## src/pwm_steer_pkg.sv

```systemverilog
// constants, register map and field layout for the bridge output steering stage
package pwm_steer_pkg;

  localparam int DATA_W = 8;
  localparam int ADDR_W = 3;
  localparam int DUTY_W = 10;
  localparam int FINE_W = 2;
  localparam int DBAND_W = 7;
  localparam int PINS = 4;
  localparam int DCNT_W = DBAND_W + FINE_W;

  // register indices on the plain register port
  localparam logic [ADDR_W-1:0] ADDR_CTRL   = 3'h0;
  localparam logic [ADDR_W-1:0] ADDR_DUTY   = 3'h1;
  localparam logic [ADDR_W-1:0] ADDR_PERIOD = 3'h2;
  localparam logic [ADDR_W-1:0] ADDR_DBAND  = 3'h3;
  localparam logic [ADDR_W-1:0] ADDR_STEER  = 3'h4;
  localparam logic [ADDR_W-1:0] ADDR_TBASE  = 3'h5;
  localparam logic [ADDR_W-1:0] ADDR_SHADOW = 3'h6;
  localparam logic [ADDR_W-1:0] ADDR_STATUS = 3'h7;

  // modulator_control_register fields
  localparam int CFG_HI = 7;
  localparam int CFG_LO = 6;
  localparam int DLSB_HI = 5;
  localparam int DLSB_LO = 4;
  localparam int MSEL_HI = 3;
  localparam int MSEL_LO = 2;
  localparam int POL_AC = 1;
  localparam int POL_BD = 0;

  // output_config_field encodings
  localparam logic [1:0] CFG_SINGLE = 2'h0;
  localparam logic [1:0] CFG_FWD    = 2'h1;
  localparam logic [1:0] CFG_HALF   = 2'h2;
  localparam logic [1:0] CFG_REV    = 2'h3;

  // mode select value in mode_polarity_field that turns the modulator on
  localparam logic [1:0] MSEL_PWM = 2'h3;

  localparam logic [1:0] FINE_LAST = 2'h3;

  // pin index order
  localparam int PIN_A = 0;
  localparam int PIN_B = 1;
  localparam int PIN_C = 2;
  localparam int PIN_D = 3;

  // reset values and pin use masks
  localparam logic [DATA_W-1:0]  RST_CTRL   = 8'h00;
  localparam logic [DATA_W-1:0]  RST_DUTY   = 8'h00;
  localparam logic [DATA_W-1:0]  RST_PERIOD = 8'hFF;
  localparam logic [DBAND_W-1:0] RST_DBAND  = 7'h00;
  localparam logic [PINS-1:0]    RST_STEER  = 4'h1;
  localparam logic [PINS-1:0]    HALF_USE   = 4'h3;
  localparam logic [PINS-1:0]    FULL_USE   = 4'hF;

endpackage

```

## src/deadband_delay.sv

```systemverilog
// delays the active-going edge of one half-bridge output by a programmed count
`timescale 1ns/10ps
module deadband_delay
(
  input  wire logic                              clk_sys_in,
  input  wire logic                              arst_n_in,
  input  wire logic                              enable_in,
  input  wire logic                              active_in,
  input  wire logic [pwm_steer_pkg::DBAND_W-1:0] count_in,
  output logic                                   active_out
);

  typedef enum logic [1:0] {DB_IDLE, DB_WAIT, DB_ON} db_state_e;

  typedef struct packed {
    db_state_e                         st;
    logic [pwm_steer_pkg::DCNT_W-1:0]  cnt;
    logic                              out;
  } db_s;

  db_s s_r;
  db_s s_nxt;

  always_comb
  begin
    s_nxt = s_r;
    case (s_r.st)
      DB_IDLE:
      begin
        s_nxt.out = 1'b0;
        if (enable_in && active_in)
        begin
          if (count_in == '0)
          begin
            s_nxt.st = DB_ON;
            s_nxt.out = 1'b1;
          end
          else
          begin
            // count is in instruction cycles, four system clocks each
            s_nxt.cnt = {count_in, {pwm_steer_pkg::FINE_W{1'b0}}};
            s_nxt.st = DB_WAIT;
          end
        end
      end
      DB_WAIT:
      begin
        // a pulse shorter than the delay never reaches the pin
        if (!enable_in || !active_in)
          s_nxt.st = DB_IDLE;
        else if (s_r.cnt == pwm_steer_pkg::DCNT_W'(1))
        begin
          s_nxt.st = DB_ON;
          s_nxt.out = 1'b1;
        end
        else
          s_nxt.cnt = s_r.cnt - pwm_steer_pkg::DCNT_W'(1);
      end
      DB_ON:
      begin
        if (!enable_in || !active_in)
        begin
          s_nxt.st = DB_IDLE;
          s_nxt.out = 1'b0;
        end
      end
      default:
      begin
        s_nxt.st = DB_IDLE;
        s_nxt.out = 1'b0;
      end
    endcase
  end

  always_ff @(posedge clk_sys_in or negedge arst_n_in)
  begin
    if (!arst_n_in)
      s_r <= '{st: DB_IDLE, cnt: '0, out: 1'b0};
    else
      s_r <= s_nxt;
  end

  assign active_out = s_r.out;

  dband_hold_a: assert property (@(posedge clk_sys_in) disable iff (!arst_n_in)
    (s_r.st == DB_IDLE && enable_in && active_in && count_in != '0) |=> !s_r.out [*4])
    else $error("dead-band delay too short");

  dband_drop_a: assert property (@(posedge clk_sys_in) disable iff (!arst_n_in)
    (!active_in) |=> !s_r.out)
    else $error("delayed output active while source inactive");

endmodule

```

## src/bridge_pwm_output_steering.sv

```systemverilog
// time base, duty buffering and four-pin output steering of the bridge modulator
//
// Chosen here: the address-and-strobe port and the register offsets.
`timescale 1ns/10ps

// Functional notes
// - config field 00 single, 10 half-bridge, 01 full forward, 11 full reverse.
// - up to four output pins, duty resolution up to ten bits.
// - mode/polarity field picks active-high or active-low outputs.
// - after enable, outputs held until a new period begins.
// - control register all zero releases all four pins.
// - pins unused by the configuration are never driven.
// - single mode drives modulated signal on each steering-enabled pin.
// - half-bridge: A modulated, B complement, C and D unused.
// - seven-bit dead-band delays active-going edge by instruction cycles.
// - dead-band longer than active time keeps that output inactive.
// - forward: A active, D modulated, B and C inactive.
// - reverse: C active, B modulated, A and D inactive.
// - at time base equal to period: clear, go active unless zero, latch duty.
// - modulated signal goes inactive when time base equals latched duty.
// - written duty is double-buffered, takes effect at period end.
module bridge_pwm_output_steering
#(
  parameter int DUTY_W = pwm_steer_pkg::DUTY_W
)
(
  input  wire logic                                clk_sys_in,
  input  wire logic                                arst_n_in,
  input  wire logic [pwm_steer_pkg::ADDR_W-1:0]    reg_addr_in,
  input  wire logic [pwm_steer_pkg::DATA_W-1:0]    reg_wdata_in,
  input  wire logic                                reg_wr_in,
  input  wire logic                                reg_rd_in,
  output logic      [pwm_steer_pkg::DATA_W-1:0]    reg_rdata_out,
  output logic                                     out_a_out,
  output logic                                     out_a_oe_out,
  output logic                                     out_b_out,
  output logic                                     out_b_oe_out,
  output logic                                     out_c_out,
  output logic                                     out_c_oe_out,
  output logic                                     out_d_out,
  output logic                                     out_d_oe_out
);

  localparam int DW = pwm_steer_pkg::DATA_W;
  localparam int NP = pwm_steer_pkg::PINS;

  typedef struct packed {
    logic [DW-1:0]                      ctrl;
    logic [DW-1:0]                      duty_hi;
    logic [DW-1:0]                      period;
    logic [pwm_steer_pkg::DBAND_W-1:0]  dband;
    logic [NP-1:0]                      steer;
    logic [DW-1:0]                      tmr;
    logic [pwm_steer_pkg::FINE_W-1:0]   fine;
    logic [DUTY_W-1:0]                  shadow;
    logic                               mod;
    logic                               started;
    logic [DW-1:0]                      rdata;
    logic [NP-1:0]                      lvl;
    logic [NP-1:0]                      oe;
  } steer_s;

  steer_s s_r;
  steer_s s_nxt;

  logic [1:0]        cfg;
  logic              pwm_on;
  logic              run;
  logic [DUTY_W-1:0] tbase;
  logic [DUTY_W-1:0] tbase_inc;
  logic [DUTY_W-1:0] duty_new;
  logic              pstart;
  logic              pol_ac;
  logic              pol_bd;
  logic              half_en;
  logic              dly_a;
  logic              dly_b;
  logic [NP-1:0]     act;
  logic [NP-1:0]     use_mask;
  logic [NP-1:0]     pol_mask;
  logic [DW-1:0]     rd_val;

  ////////////////////////////////////////////////////////////////////////////
  // decode of control fields

  assign cfg     = s_r.ctrl[pwm_steer_pkg::CFG_HI:pwm_steer_pkg::CFG_LO];
  assign pwm_on  = s_r.ctrl[pwm_steer_pkg::MSEL_HI:pwm_steer_pkg::MSEL_LO] == pwm_steer_pkg::MSEL_PWM;
  assign pol_ac  = s_r.ctrl[pwm_steer_pkg::POL_AC];
  assign pol_bd  = s_r.ctrl[pwm_steer_pkg::POL_BD];
  assign run     = pwm_on && s_r.started;
  assign half_en = run && (cfg == pwm_steer_pkg::CFG_HALF);

  // ten-bit time base: eight-bit counter above the two-bit clock phase
  // the period compare includes the phase, so one period is four clocks per period count
  assign tbase     = {s_r.tmr, s_r.fine};
  assign tbase_inc = tbase + DUTY_W'(1);
  assign duty_new  = {s_r.duty_hi, s_r.ctrl[pwm_steer_pkg::DLSB_HI:pwm_steer_pkg::DLSB_LO]};
  assign pstart    = pwm_on && (tbase == {s_r.period, pwm_steer_pkg::FINE_LAST});

  ////////////////////////////////////////////////////////////////////////////
  // dead-band on both half-bridge outputs

  deadband_delay u_dband_a
  (
    .clk_sys_in (clk_sys_in),
    .arst_n_in  (arst_n_in),
    .enable_in  (half_en),
    .active_in  (s_r.mod),
    .count_in   (s_r.dband),
    .active_out (dly_a)
  );

  // B is the complement, so its own active edge is delayed too
  deadband_delay u_dband_b
  (
    .clk_sys_in (clk_sys_in),
    .arst_n_in  (arst_n_in),
    .enable_in  (half_en),
    .active_in  (!s_r.mod),
    .count_in   (s_r.dband),
    .active_out (dly_b)
  );

  ////////////////////////////////////////////////////////////////////////////
  // steering per configuration
  // pins outside use_mask keep their enable low, so the port logic keeps them

  always_comb
  begin
    act = '0;
    use_mask = '0;
    case (cfg)
      pwm_steer_pkg::CFG_SINGLE:
      begin
        act = {NP{s_r.mod}};
        use_mask = s_r.steer;
      end
      pwm_steer_pkg::CFG_HALF:
      begin
        act[pwm_steer_pkg::PIN_A] = dly_a;
        act[pwm_steer_pkg::PIN_B] = dly_b;
        use_mask = pwm_steer_pkg::HALF_USE;
      end
      pwm_steer_pkg::CFG_FWD:
      begin
        act[pwm_steer_pkg::PIN_A] = 1'b1;
        act[pwm_steer_pkg::PIN_D] = s_r.mod;
        use_mask = pwm_steer_pkg::FULL_USE;
      end
      pwm_steer_pkg::CFG_REV:
      begin
        act[pwm_steer_pkg::PIN_C] = 1'b1;
        act[pwm_steer_pkg::PIN_B] = s_r.mod;
        use_mask = pwm_steer_pkg::FULL_USE;
      end
      default:
      begin
        act = '0;
        use_mask = '0;
      end
    endcase
  end

  // A/C pair and B/D pair each carry their own polarity bit
  assign pol_mask = {pol_bd, pol_ac, pol_bd, pol_ac};

  ////////////////////////////////////////////////////////////////////////////
  // read mux

  always_comb
  begin
    rd_val = '0;
    case (reg_addr_in)
      pwm_steer_pkg::ADDR_CTRL:   rd_val = s_r.ctrl;
      pwm_steer_pkg::ADDR_DUTY:   rd_val = s_r.duty_hi;
      pwm_steer_pkg::ADDR_PERIOD: rd_val = s_r.period;
      pwm_steer_pkg::ADDR_DBAND:  rd_val = {1'b0, s_r.dband};
      pwm_steer_pkg::ADDR_STEER:  rd_val = {4'h0, s_r.steer};
      pwm_steer_pkg::ADDR_TBASE:  rd_val = s_r.tmr;
      pwm_steer_pkg::ADDR_SHADOW: rd_val = s_r.shadow[DUTY_W-1:DUTY_W-DW];
      pwm_steer_pkg::ADDR_STATUS: rd_val = {4'h0, s_r.shadow[1:0], s_r.mod, s_r.started};
      default:                    rd_val = '0;
    endcase
  end

  ////////////////////////////////////////////////////////////////////////////
  // next state

  always_comb
  begin
    s_nxt = s_r;
    s_nxt.rdata = reg_rd_in ? rd_val : '0;
    if (reg_wr_in)
    begin
      case (reg_addr_in)
        pwm_steer_pkg::ADDR_CTRL:   s_nxt.ctrl = reg_wdata_in;
        pwm_steer_pkg::ADDR_DUTY:   s_nxt.duty_hi = reg_wdata_in;
        pwm_steer_pkg::ADDR_PERIOD: s_nxt.period = reg_wdata_in;
        pwm_steer_pkg::ADDR_DBAND:  s_nxt.dband = reg_wdata_in[pwm_steer_pkg::DBAND_W-1:0];
        pwm_steer_pkg::ADDR_STEER:  s_nxt.steer = reg_wdata_in[NP-1:0];
        default:                    s_nxt.ctrl = s_r.ctrl;
      endcase
    end

    if (!pwm_on)
    begin
      // leaving modulator mode (incl. an all-zero control) drops the start
      s_nxt.tmr = '0;
      s_nxt.fine = '0;
      s_nxt.mod = 1'b0;
      s_nxt.started = 1'b0;
    end
    else if (pstart)
    begin
      s_nxt.tmr = '0;
      s_nxt.fine = '0;
      s_nxt.shadow = duty_new;
      s_nxt.mod = (duty_new != '0);
      s_nxt.started = 1'b1;
    end
    else
    begin
      s_nxt.tmr = tbase_inc[DUTY_W-1:pwm_steer_pkg::FINE_W];
      s_nxt.fine = tbase_inc[pwm_steer_pkg::FINE_W-1:0];
      // a duty beyond the period never matches, so the output stays set
      if (tbase_inc == s_r.shadow)
        s_nxt.mod = 1'b0;
    end

    if (run)
    begin
      s_nxt.lvl = (act & use_mask) ^ pol_mask;
      s_nxt.oe = use_mask;
    end
    else
    begin
      s_nxt.lvl = '0;
      s_nxt.oe = '0;
    end
  end

  always_ff @(posedge clk_sys_in or negedge arst_n_in)
  begin
    if (!arst_n_in)
      s_r <= '{ctrl:    pwm_steer_pkg::RST_CTRL,
               duty_hi: pwm_steer_pkg::RST_DUTY,
               period:  pwm_steer_pkg::RST_PERIOD,
               dband:   pwm_steer_pkg::RST_DBAND,
               steer:   pwm_steer_pkg::RST_STEER,
               tmr:     '0,
               fine:    '0,
               shadow:  '0,
               mod:     1'b0,
               started: 1'b0,
               rdata:   '0,
               lvl:     '0,
               oe:      '0};
    else
      s_r <= s_nxt;
  end

  ////////////////////////////////////////////////////////////////////////////
  // outputs

  // level and enable leave one register stage, so a pin never shows a level before its enable
  assign reg_rdata_out = s_r.rdata;
  assign out_a_out     = s_r.lvl[pwm_steer_pkg::PIN_A];
  assign out_b_out     = s_r.lvl[pwm_steer_pkg::PIN_B];
  assign out_c_out     = s_r.lvl[pwm_steer_pkg::PIN_C];
  assign out_d_out     = s_r.lvl[pwm_steer_pkg::PIN_D];
  assign out_a_oe_out  = s_r.oe[pwm_steer_pkg::PIN_A];
  assign out_b_oe_out  = s_r.oe[pwm_steer_pkg::PIN_B];
  assign out_c_oe_out  = s_r.oe[pwm_steer_pkg::PIN_C];
  assign out_d_oe_out  = s_r.oe[pwm_steer_pkg::PIN_D];

  ////////////////////////////////////////////////////////////////////////////
  // checks

  release_zero_a: assert property (@(posedge clk_sys_in) disable iff (!arst_n_in)
    (s_r.ctrl == '0) |=> (s_r.oe == '0))
    else $error("pins driven with control register cleared");

  hold_start_a: assert property (@(posedge clk_sys_in) disable iff (!arst_n_in)
    (!s_r.started) |=> (s_r.oe == '0))
    else $error("pins driven before first period start");

  tbase_wrap_a: assert property (@(posedge clk_sys_in) disable iff (!arst_n_in)
    pstart |=> (s_r.tmr == '0 && s_r.fine == '0 && s_r.started && s_r.mod == ($past(duty_new) != '0)))
    else $error("period end did not restart time base");

  duty_latch_a: assert property (@(posedge clk_sys_in) disable iff (!arst_n_in)
    (pwm_on && !pstart) |=> (s_r.shadow == $past(s_r.shadow)))
    else $error("duty shadow changed inside a period");

  duty_match_a: assert property (@(posedge clk_sys_in) disable iff (!arst_n_in)
    (pwm_on && !pstart && tbase_inc == s_r.shadow) |=> !s_r.mod)
    else $error("output not cleared at duty match");

  single_steer_a: assert property (@(posedge clk_sys_in) disable iff (!arst_n_in)
    (run && cfg == pwm_steer_pkg::CFG_SINGLE) |=>
      (s_r.oe == $past(s_r.steer) && out_a_out == ($past(s_r.mod && s_r.steer[0]) ^ $past(pol_ac))))
    else $error("single mode steering wrong");

  half_pins_a: assert property (@(posedge clk_sys_in) disable iff (!arst_n_in)
    (run && cfg == pwm_steer_pkg::CFG_HALF) |=> (s_r.oe == pwm_steer_pkg::HALF_USE))
    else $error("half-bridge drives wrong pins");

  fwd_levels_a: assert property (@(posedge clk_sys_in) disable iff (!arst_n_in)
    (run && cfg == pwm_steer_pkg::CFG_FWD) |=>
      (out_a_out == !$past(pol_ac) && out_b_out == $past(pol_bd) && out_c_out == $past(pol_ac)
       && out_d_out == ($past(s_r.mod) ^ $past(pol_bd))))
    else $error("forward bridge levels wrong");

  rev_levels_a: assert property (@(posedge clk_sys_in) disable iff (!arst_n_in)
    (run && cfg == pwm_steer_pkg::CFG_REV) |=>
      (out_c_out == !$past(pol_ac) && out_a_out == $past(pol_ac) && out_d_out == $past(pol_bd)
       && out_b_out == ($past(s_r.mod) ^ $past(pol_bd))))
    else $error("reverse bridge levels wrong");

  half_levels_a: assert property (@(posedge clk_sys_in) disable iff (!arst_n_in)
    (run && cfg == pwm_steer_pkg::CFG_HALF) |=>
      (out_a_out == ($past(dly_a) ^ $past(pol_ac)) && out_b_out == ($past(dly_b) ^ $past(pol_bd))))
    else $error("half-bridge levels do not follow the delayed pair");

  // both delayed outputs active at once would let both switches of a leg conduct
  half_overlap_a: assert property (@(posedge clk_sys_in) disable iff (!arst_n_in)
    !(dly_a && dly_b))
    else $error("both half-bridge outputs active together");

  tbase_step_a: assert property (@(posedge clk_sys_in) disable iff (!arst_n_in)
    (pwm_on && !pstart) |=> (tbase == $past(tbase_inc)))
    else $error("time base did not advance by one");

  mode_off_a: assert property (@(posedge clk_sys_in) disable iff (!arst_n_in)
    (!pwm_on) |=> (!s_r.started && !s_r.mod && tbase == '0))
    else $error("time base kept running with the modulator off");

  full_pins_a: assert property (@(posedge clk_sys_in) disable iff (!arst_n_in)
    (run && (cfg == pwm_steer_pkg::CFG_FWD || cfg == pwm_steer_pkg::CFG_REV)) |=>
      (s_r.oe == pwm_steer_pkg::FULL_USE))
    else $error("full bridge does not drive all four pins");

endmodule

```

## config.mk

```make
export PLATFORM = sky130hd
export DESIGN_NAME = bridge_pwm_output_steering
export DESIGN_NICKNAME = d
export VERILOG_FILES = /design/src/pwm_steer_pkg.sv /design/src/deadband_delay.sv /design/src/bridge_pwm_output_steering.sv
export SDC_FILE = /design/constraint.sdc
export NUM_CORES = 1
export LEC_CHECK = 0
export BUFFER_PORTS_ARGS = -buffer_cell sky130_fd_sc_hd__buf_4
export CORE_UTILIZATION = 55
export DETAILED_ROUTE_END_ITERATION = 8
export GPL_ROUTABILITY_DRIVEN = 1
export PLACE_DENSITY = 0.8
export SLEW_MARGIN = 20
export SYNTH_ARGS = -nofsm -noshare
export SYNTH_HDL_FRONTEND = slang
export SYNTH_HIERARCHICAL = 1
export SYNTH_SLANG_ARGS = --single-unit
```

## constraint.sdc

```tcl
create_clock -name clk_sys_in -period 5.1 [get_ports clk_sys_in]
set_input_delay 1.02 -clock clk_sys_in [delete_from_list [all_inputs] [get_ports clk_sys_in]]
set_output_delay 1.02 -clock clk_sys_in [all_outputs]
set_load 0.01 [all_outputs]
```

# Word level (Yosys, flattened, before mapping)
# Index checks and enable logic that the tools add are counted.
# classes
addsub	3
n_eq_ne	35
muxes	39
bitwise_logic	2
reduce_logical	32
# ops
op	count
$pmux 8 s8	1
$mux 10	4
$pmux 9 s2	2
$mux 9	3
$mux 12	2
$eq 10x10->1	2
$eq 9x1->1 const B	2
$sub 9x1->9 const B	2
$mux 2	8
$mux 8	2
$ne 2x1->1 const B	7
$eq 3x3->1 const B	4
$ne 2x2->1 const B	6
$pmux 2 s3	2
$pmux 4 s3	1
$reduce_and 2->1	6
$reduce_and 3->1	4
$add 10x1->10 const B	1
$eq 2x2->1 const B	5
$reduce_and 5->1	2
$reduce_bool 10->1	1
$mux 1	9
$ne 3x1->1 const B	3
$pmux 1 s3	3
other kinds (14)	29
# totals
regBits	97
inputBits	15

# Logic depth before layout (Yosys ltp)
# logic_depth
ltp_word	7
ltp_mapped	8

# Cells and area by module
# Netlist, hierarchy kept.
# by_module_without_submodules
mod	instances	cells_each	area_per_inst_um2
bridge_pwm_output_steering	1	360	3962.6
deadband_delay	2	81	779.5

# Worst setup path before layout
# OpenSTA, ideal clock, no wires.
# synth_timing
path_type	input-to-reg
start	in reg_addr_in[1] (netlist name)
end	reg s_r, in the netlist duty_new[2]
arrival_time_ns	2.118
setup_slack_ns	2.857
stages	5
path_cell_list	buf_2 > nor2b_1 > and3b_1 > buf_2 > mux2_2
# synth_via
elab_chain_len	2
# synth_lines
element	line	rtl
start, declared	bridge_pwm_output_steering.sv:29	input wire logic [pwm_steer_pkg::ADDR_W-1:0] reg_addr_in,
$eq 3x1->1	bridge_pwm_output_steering.sv:195	case (reg_addr_in)
$reduce_and 2->1 (no source line)	--	
end signal, assigned	bridge_pwm_output_steering.sv:245	s_r <= '{ctrl: pwm_steer_pkg::RST_CTRL,
end signal, assigned	bridge_pwm_output_steering.sv:259	s_r <= s_nxt;
end, declared	bridge_pwm_output_steering.sv:63	steer_s s_r;
# Every way passes these cells.
# A chain may end at the register's enable or synchronous reset.

# Worst setup path in the final report
# layout_timing
start	reg s_r[28] (netlist name)
end	reg s_r[23] (netlist name)
# layout_via
elab_chain_len	3
# layout_lines
element	line	rtl
$eq 10x10->1	bridge_pwm_output_steering.sv:98	assign pstart = pwm_on && (tbase == {s_r.period, pwm_steer_pkg::FINE_LAST});
$logic_and 1x1->1	bridge_pwm_output_steering.sv:98	
$reduce_and 2->1 (no source line)	--	
# Every way passes these cells.

==> impl_metrics.env <==
export IMPL_syn_to_final_growth_pct=8.362
export IMPL_ant_nets=0
export IMPL_syn_area_per_cell_sq_um=10.58
export IMPL_synth_cells=522
export IMPL_slew_violations=0
export IMPL_dieArea_sq_mm=0.01044
export IMPL_grt_util_all_layers_pct=26.63
export IMPL_vias=4275
export IMPL_wl_met3_um=899
export IMPL_pwr_share_seq_pct=52.8
export IMPL_post_drt_via_cell_ratio=6.381
export IMPL_synth_edf_count=0
export IMPL_drv_cap=0
export IMPL_ys_top_cells_by_area="dfrtp_1 40%, mux2_2 8.8%, dfstp_2 4.3%, xnor2_1 3.6%, nor2_1 3.3%"
export IMPL_fp_row_count=36
export IMPL_switchingPower_mw=0.5126
export IMPL_clock_latency_ps=370
export IMPL_cts_max_level=3
export IMPL_fmaxAchievable_mhz=437.6
export IMPL_crit_path_end_kind="flip-flop"
export IMPL_post_cts_buffers=0
export IMPL_start_kind="flip-flop"
export IMPL_rr_startpoint="s_r[28]"
export IMPL_hold_buffers=0
export IMPL_multi_input_area_sq_mm=0.002829
export IMPL_core_area_sq_mm=0.009729
export IMPL_fp_dieW_um=102.2
export IMPL_critPathRequiredTime_ps=5350
export IMPL_port_buffer_count=30
export IMPL_gp_congestion=0.9405
export IMPL_grt_overflow=0
export IMPL_path_max_fanout=11
export IMPL_post_drt_wl_per_cell_um=19.51
export IMPL_drive_gt1_share_pct=24.58
export IMPL_setup_viol=0
export IMPL_hold_class="flip-flop to flip-flop"
export IMPL_dp_slack_ps=2540
export IMPL_synth_top_area_share_pct=39.88
export IMPL_worst_pin_slew_ps=696.0
export IMPL_crit_type="flip-flop to flip-flop"
export IMPL_drc=0
export IMPL_clk_pin_slew_ps=90
export IMPL_power_share_combinational_pct=13.9
export IMPL_grt_max_degree=56
export IMPL_hold_ws_ps=521.0
export IMPL_totalWireLength_um=13070
export IMPL_synth_most_common_cell="dfrtp_1"
export IMPL_r2r_end="s_r[23]"
export IMPL_cts_root_buf="clkbuf_8"
export IMPL_reg2reg_slack_ps=2810
export IMPL_min_period_ps=2285
export IMPL_seq_area_frac_synth_pct=44.16
export IMPL_synth_distinct_cells=73
export IMPL_totalNegativeSetupSlack_ps=0
export IMPL_cts_buffer_depth=2
export IMPL_arrival_ps=2540
export IMPL_holdPathStages=1
export IMPL_power_density_mw_per_mm2=305.8
export IMPL_hold_viol=0
export IMPL_switching_share_pct=28.02
export IMPL_cts_tree="done"
export IMPL_vdd_drop_max_mv=0.1451
export IMPL_ys_ff_latch=97
export IMPL_syn_area_sq_mm=0.005522
export IMPL_async_reset_ff_share_pct=100.0
export IMPL_firstDrtPassIters=5
export IMPL_regArea_sq_mm=0.002439
export IMPL_hold_path_startpoint="u_dband_b/s_r[9]"
export IMPL_rsz0062_at_grt="false"
export IMPL_nNetsFinal=557
export IMPL_synth_top_area_cell="dfrtp_1"
export IMPL_relSlewSlack_pct=53.51
export IMPL_die_h_um=102.2
export IMPL_setup_ws_ps=2815
export IMPL_p_clk_share_pct=33.3
export IMPL_grt_pass1_vias=4035
export IMPL_dp_hpwl_um=9264
export IMPL_finClkSkew_ps=10.27
export IMPL_grt_pass1_wl_um=20930
export IMPL_cts_sinks=97
export IMPL_yosys_warnings=6
export IMPL_nFillCells=791
export IMPL_hold_end="u_dband_b/s_r[9]"
export IMPL_antenna_cells=0
export IMPL_route_top_layer_used="met4"
export IMPL_initial_utilization_pct=56.75
export IMPL_num_io_pins=31
export IMPL_drtIter0Drc=432
export IMPL_ys_flop_type="dfrtp_1"
export IMPL_finalCritPeriodShare_pct=44.81
export IMPL_dr_wl_met2_um=6062
export IMPL_status="complete, no violations"
export IMPL_numCtsBuffers=9
export IMPL_yosys_top_cells_count="88 x dfrtp_1, 48 x nor2_1, 43 x mux2_2"
export IMPL_ctsResizeCount=0
export IMPL_p_int_mw=1.317
export IMPL_wl_met1_um=5822
export IMPL_syn_num_nets=547
export IMPL_antenna_found_initial=0
export IMPL_p_leak_nw=2.437
export IMPL_ff2ff_path_depth=5
kinds of logic after synthesis:
family,after synthesis,synth area share (%)
AOI/OAI and AO/OA,118,15.34
muxes,53,11.35
adders and majority gates,10,2.266
and+or+nand+nor,167,17.83
xor gates and xnor gates,28,4.441
buffers and inverters,49,4.600
DFF,97,44.16
sequential cells by signal, indices dropped and copies added (netlist names), 2 cells and up:
name / flops
cfg: 2
duty_new: 10
reg_rdata_out: 8
s_r: 43
u_dband_a/s_r: 11
u_dband_b/s_r: 11
how the worst max path moves through the flow:
stage	start	end	slack, ps	cells past startpoint
5_1_grt	s_r[28]	s_r[23]	2710	5
2_1_floorplan	reg_addr_in[1]	duty_new[2]	2860	5
3_3_place_gp	reg_addr_in[0]	duty_new[7]	2600	4
3_5_place_dp	reg_addr_in[0]	duty_new[8]	2540	4
6_report	s_r[28]	s_r[23]	2810	5
4_1_cts	s_r[28]	s_r[23]	2860	5
per-layer routing:
| metal | up-vias | global-route usage (%) |
|---|---|---|
| met3 | 32 | 3.146 |
| met4 | 0 | 11.10 |
| met2 | 197 | 40.63 |
| li1 | 1930 | - |
| met1 | 2116 | 38.55 |
| met5 | - | 0 |
cell type report:
| cell class | count | area share (%) |
|---|---|---|
| multi-input cells | 376 | 47.28 |
| flip-flops and latches | 97 | 40.76 |
| repair buffers | 31 | 3.890 |
| well taps | 133 | 2.781 |
| clock buffers | 10 | 2.300 |
| clock inverters | 6 | 1.924 |
| inverters | 17 | 1.066 |
per-stage QoR:
step                instance area, sq um  power [mW]  util (%)  instances
CTS                                 5983       1.834     61.50        670
global placement                    5731       1.216     58.90        654
finish                              5983       1.829     61.50        670
global route                        5983       1.900     61.50        670
detailed placement                  5731       1.225     58.90        654
floorplan                           5522       1.114         -        522
critical path: stages (launching register included):
cell     delay, ps
dfrtp_1        460
ha_1           370
nand2_1        170
nor3_1         240
and3_1         530
mux2_2         400
power groups by stage:
stage	clock network, mW	logic [mW]	registers [mW]
after floorplan	0	0.194	0.920
after global placement	0	0.243	0.974
after detailed placement	0	0.252	0.973
after CTS	0.620	0.255	0.959
after global routing	0.651	0.280	0.969
final	0.610	0.254	0.965
cells in the final DEF (no fill, tap or decap), types with 11 or more instances in the layout:
master / instances
o21ai_0: 19
xnor2_1: 23
mux2_2: 43
o2bb2ai_1: 12
nor2_1: 48
buf_4: 31
dfrtp_1: 88
nand2_1: 23
nand3_1: 13
nor3_1: 11
inv_1: 15
a21oi_1: 22
(Power assumes the default switching activity.)
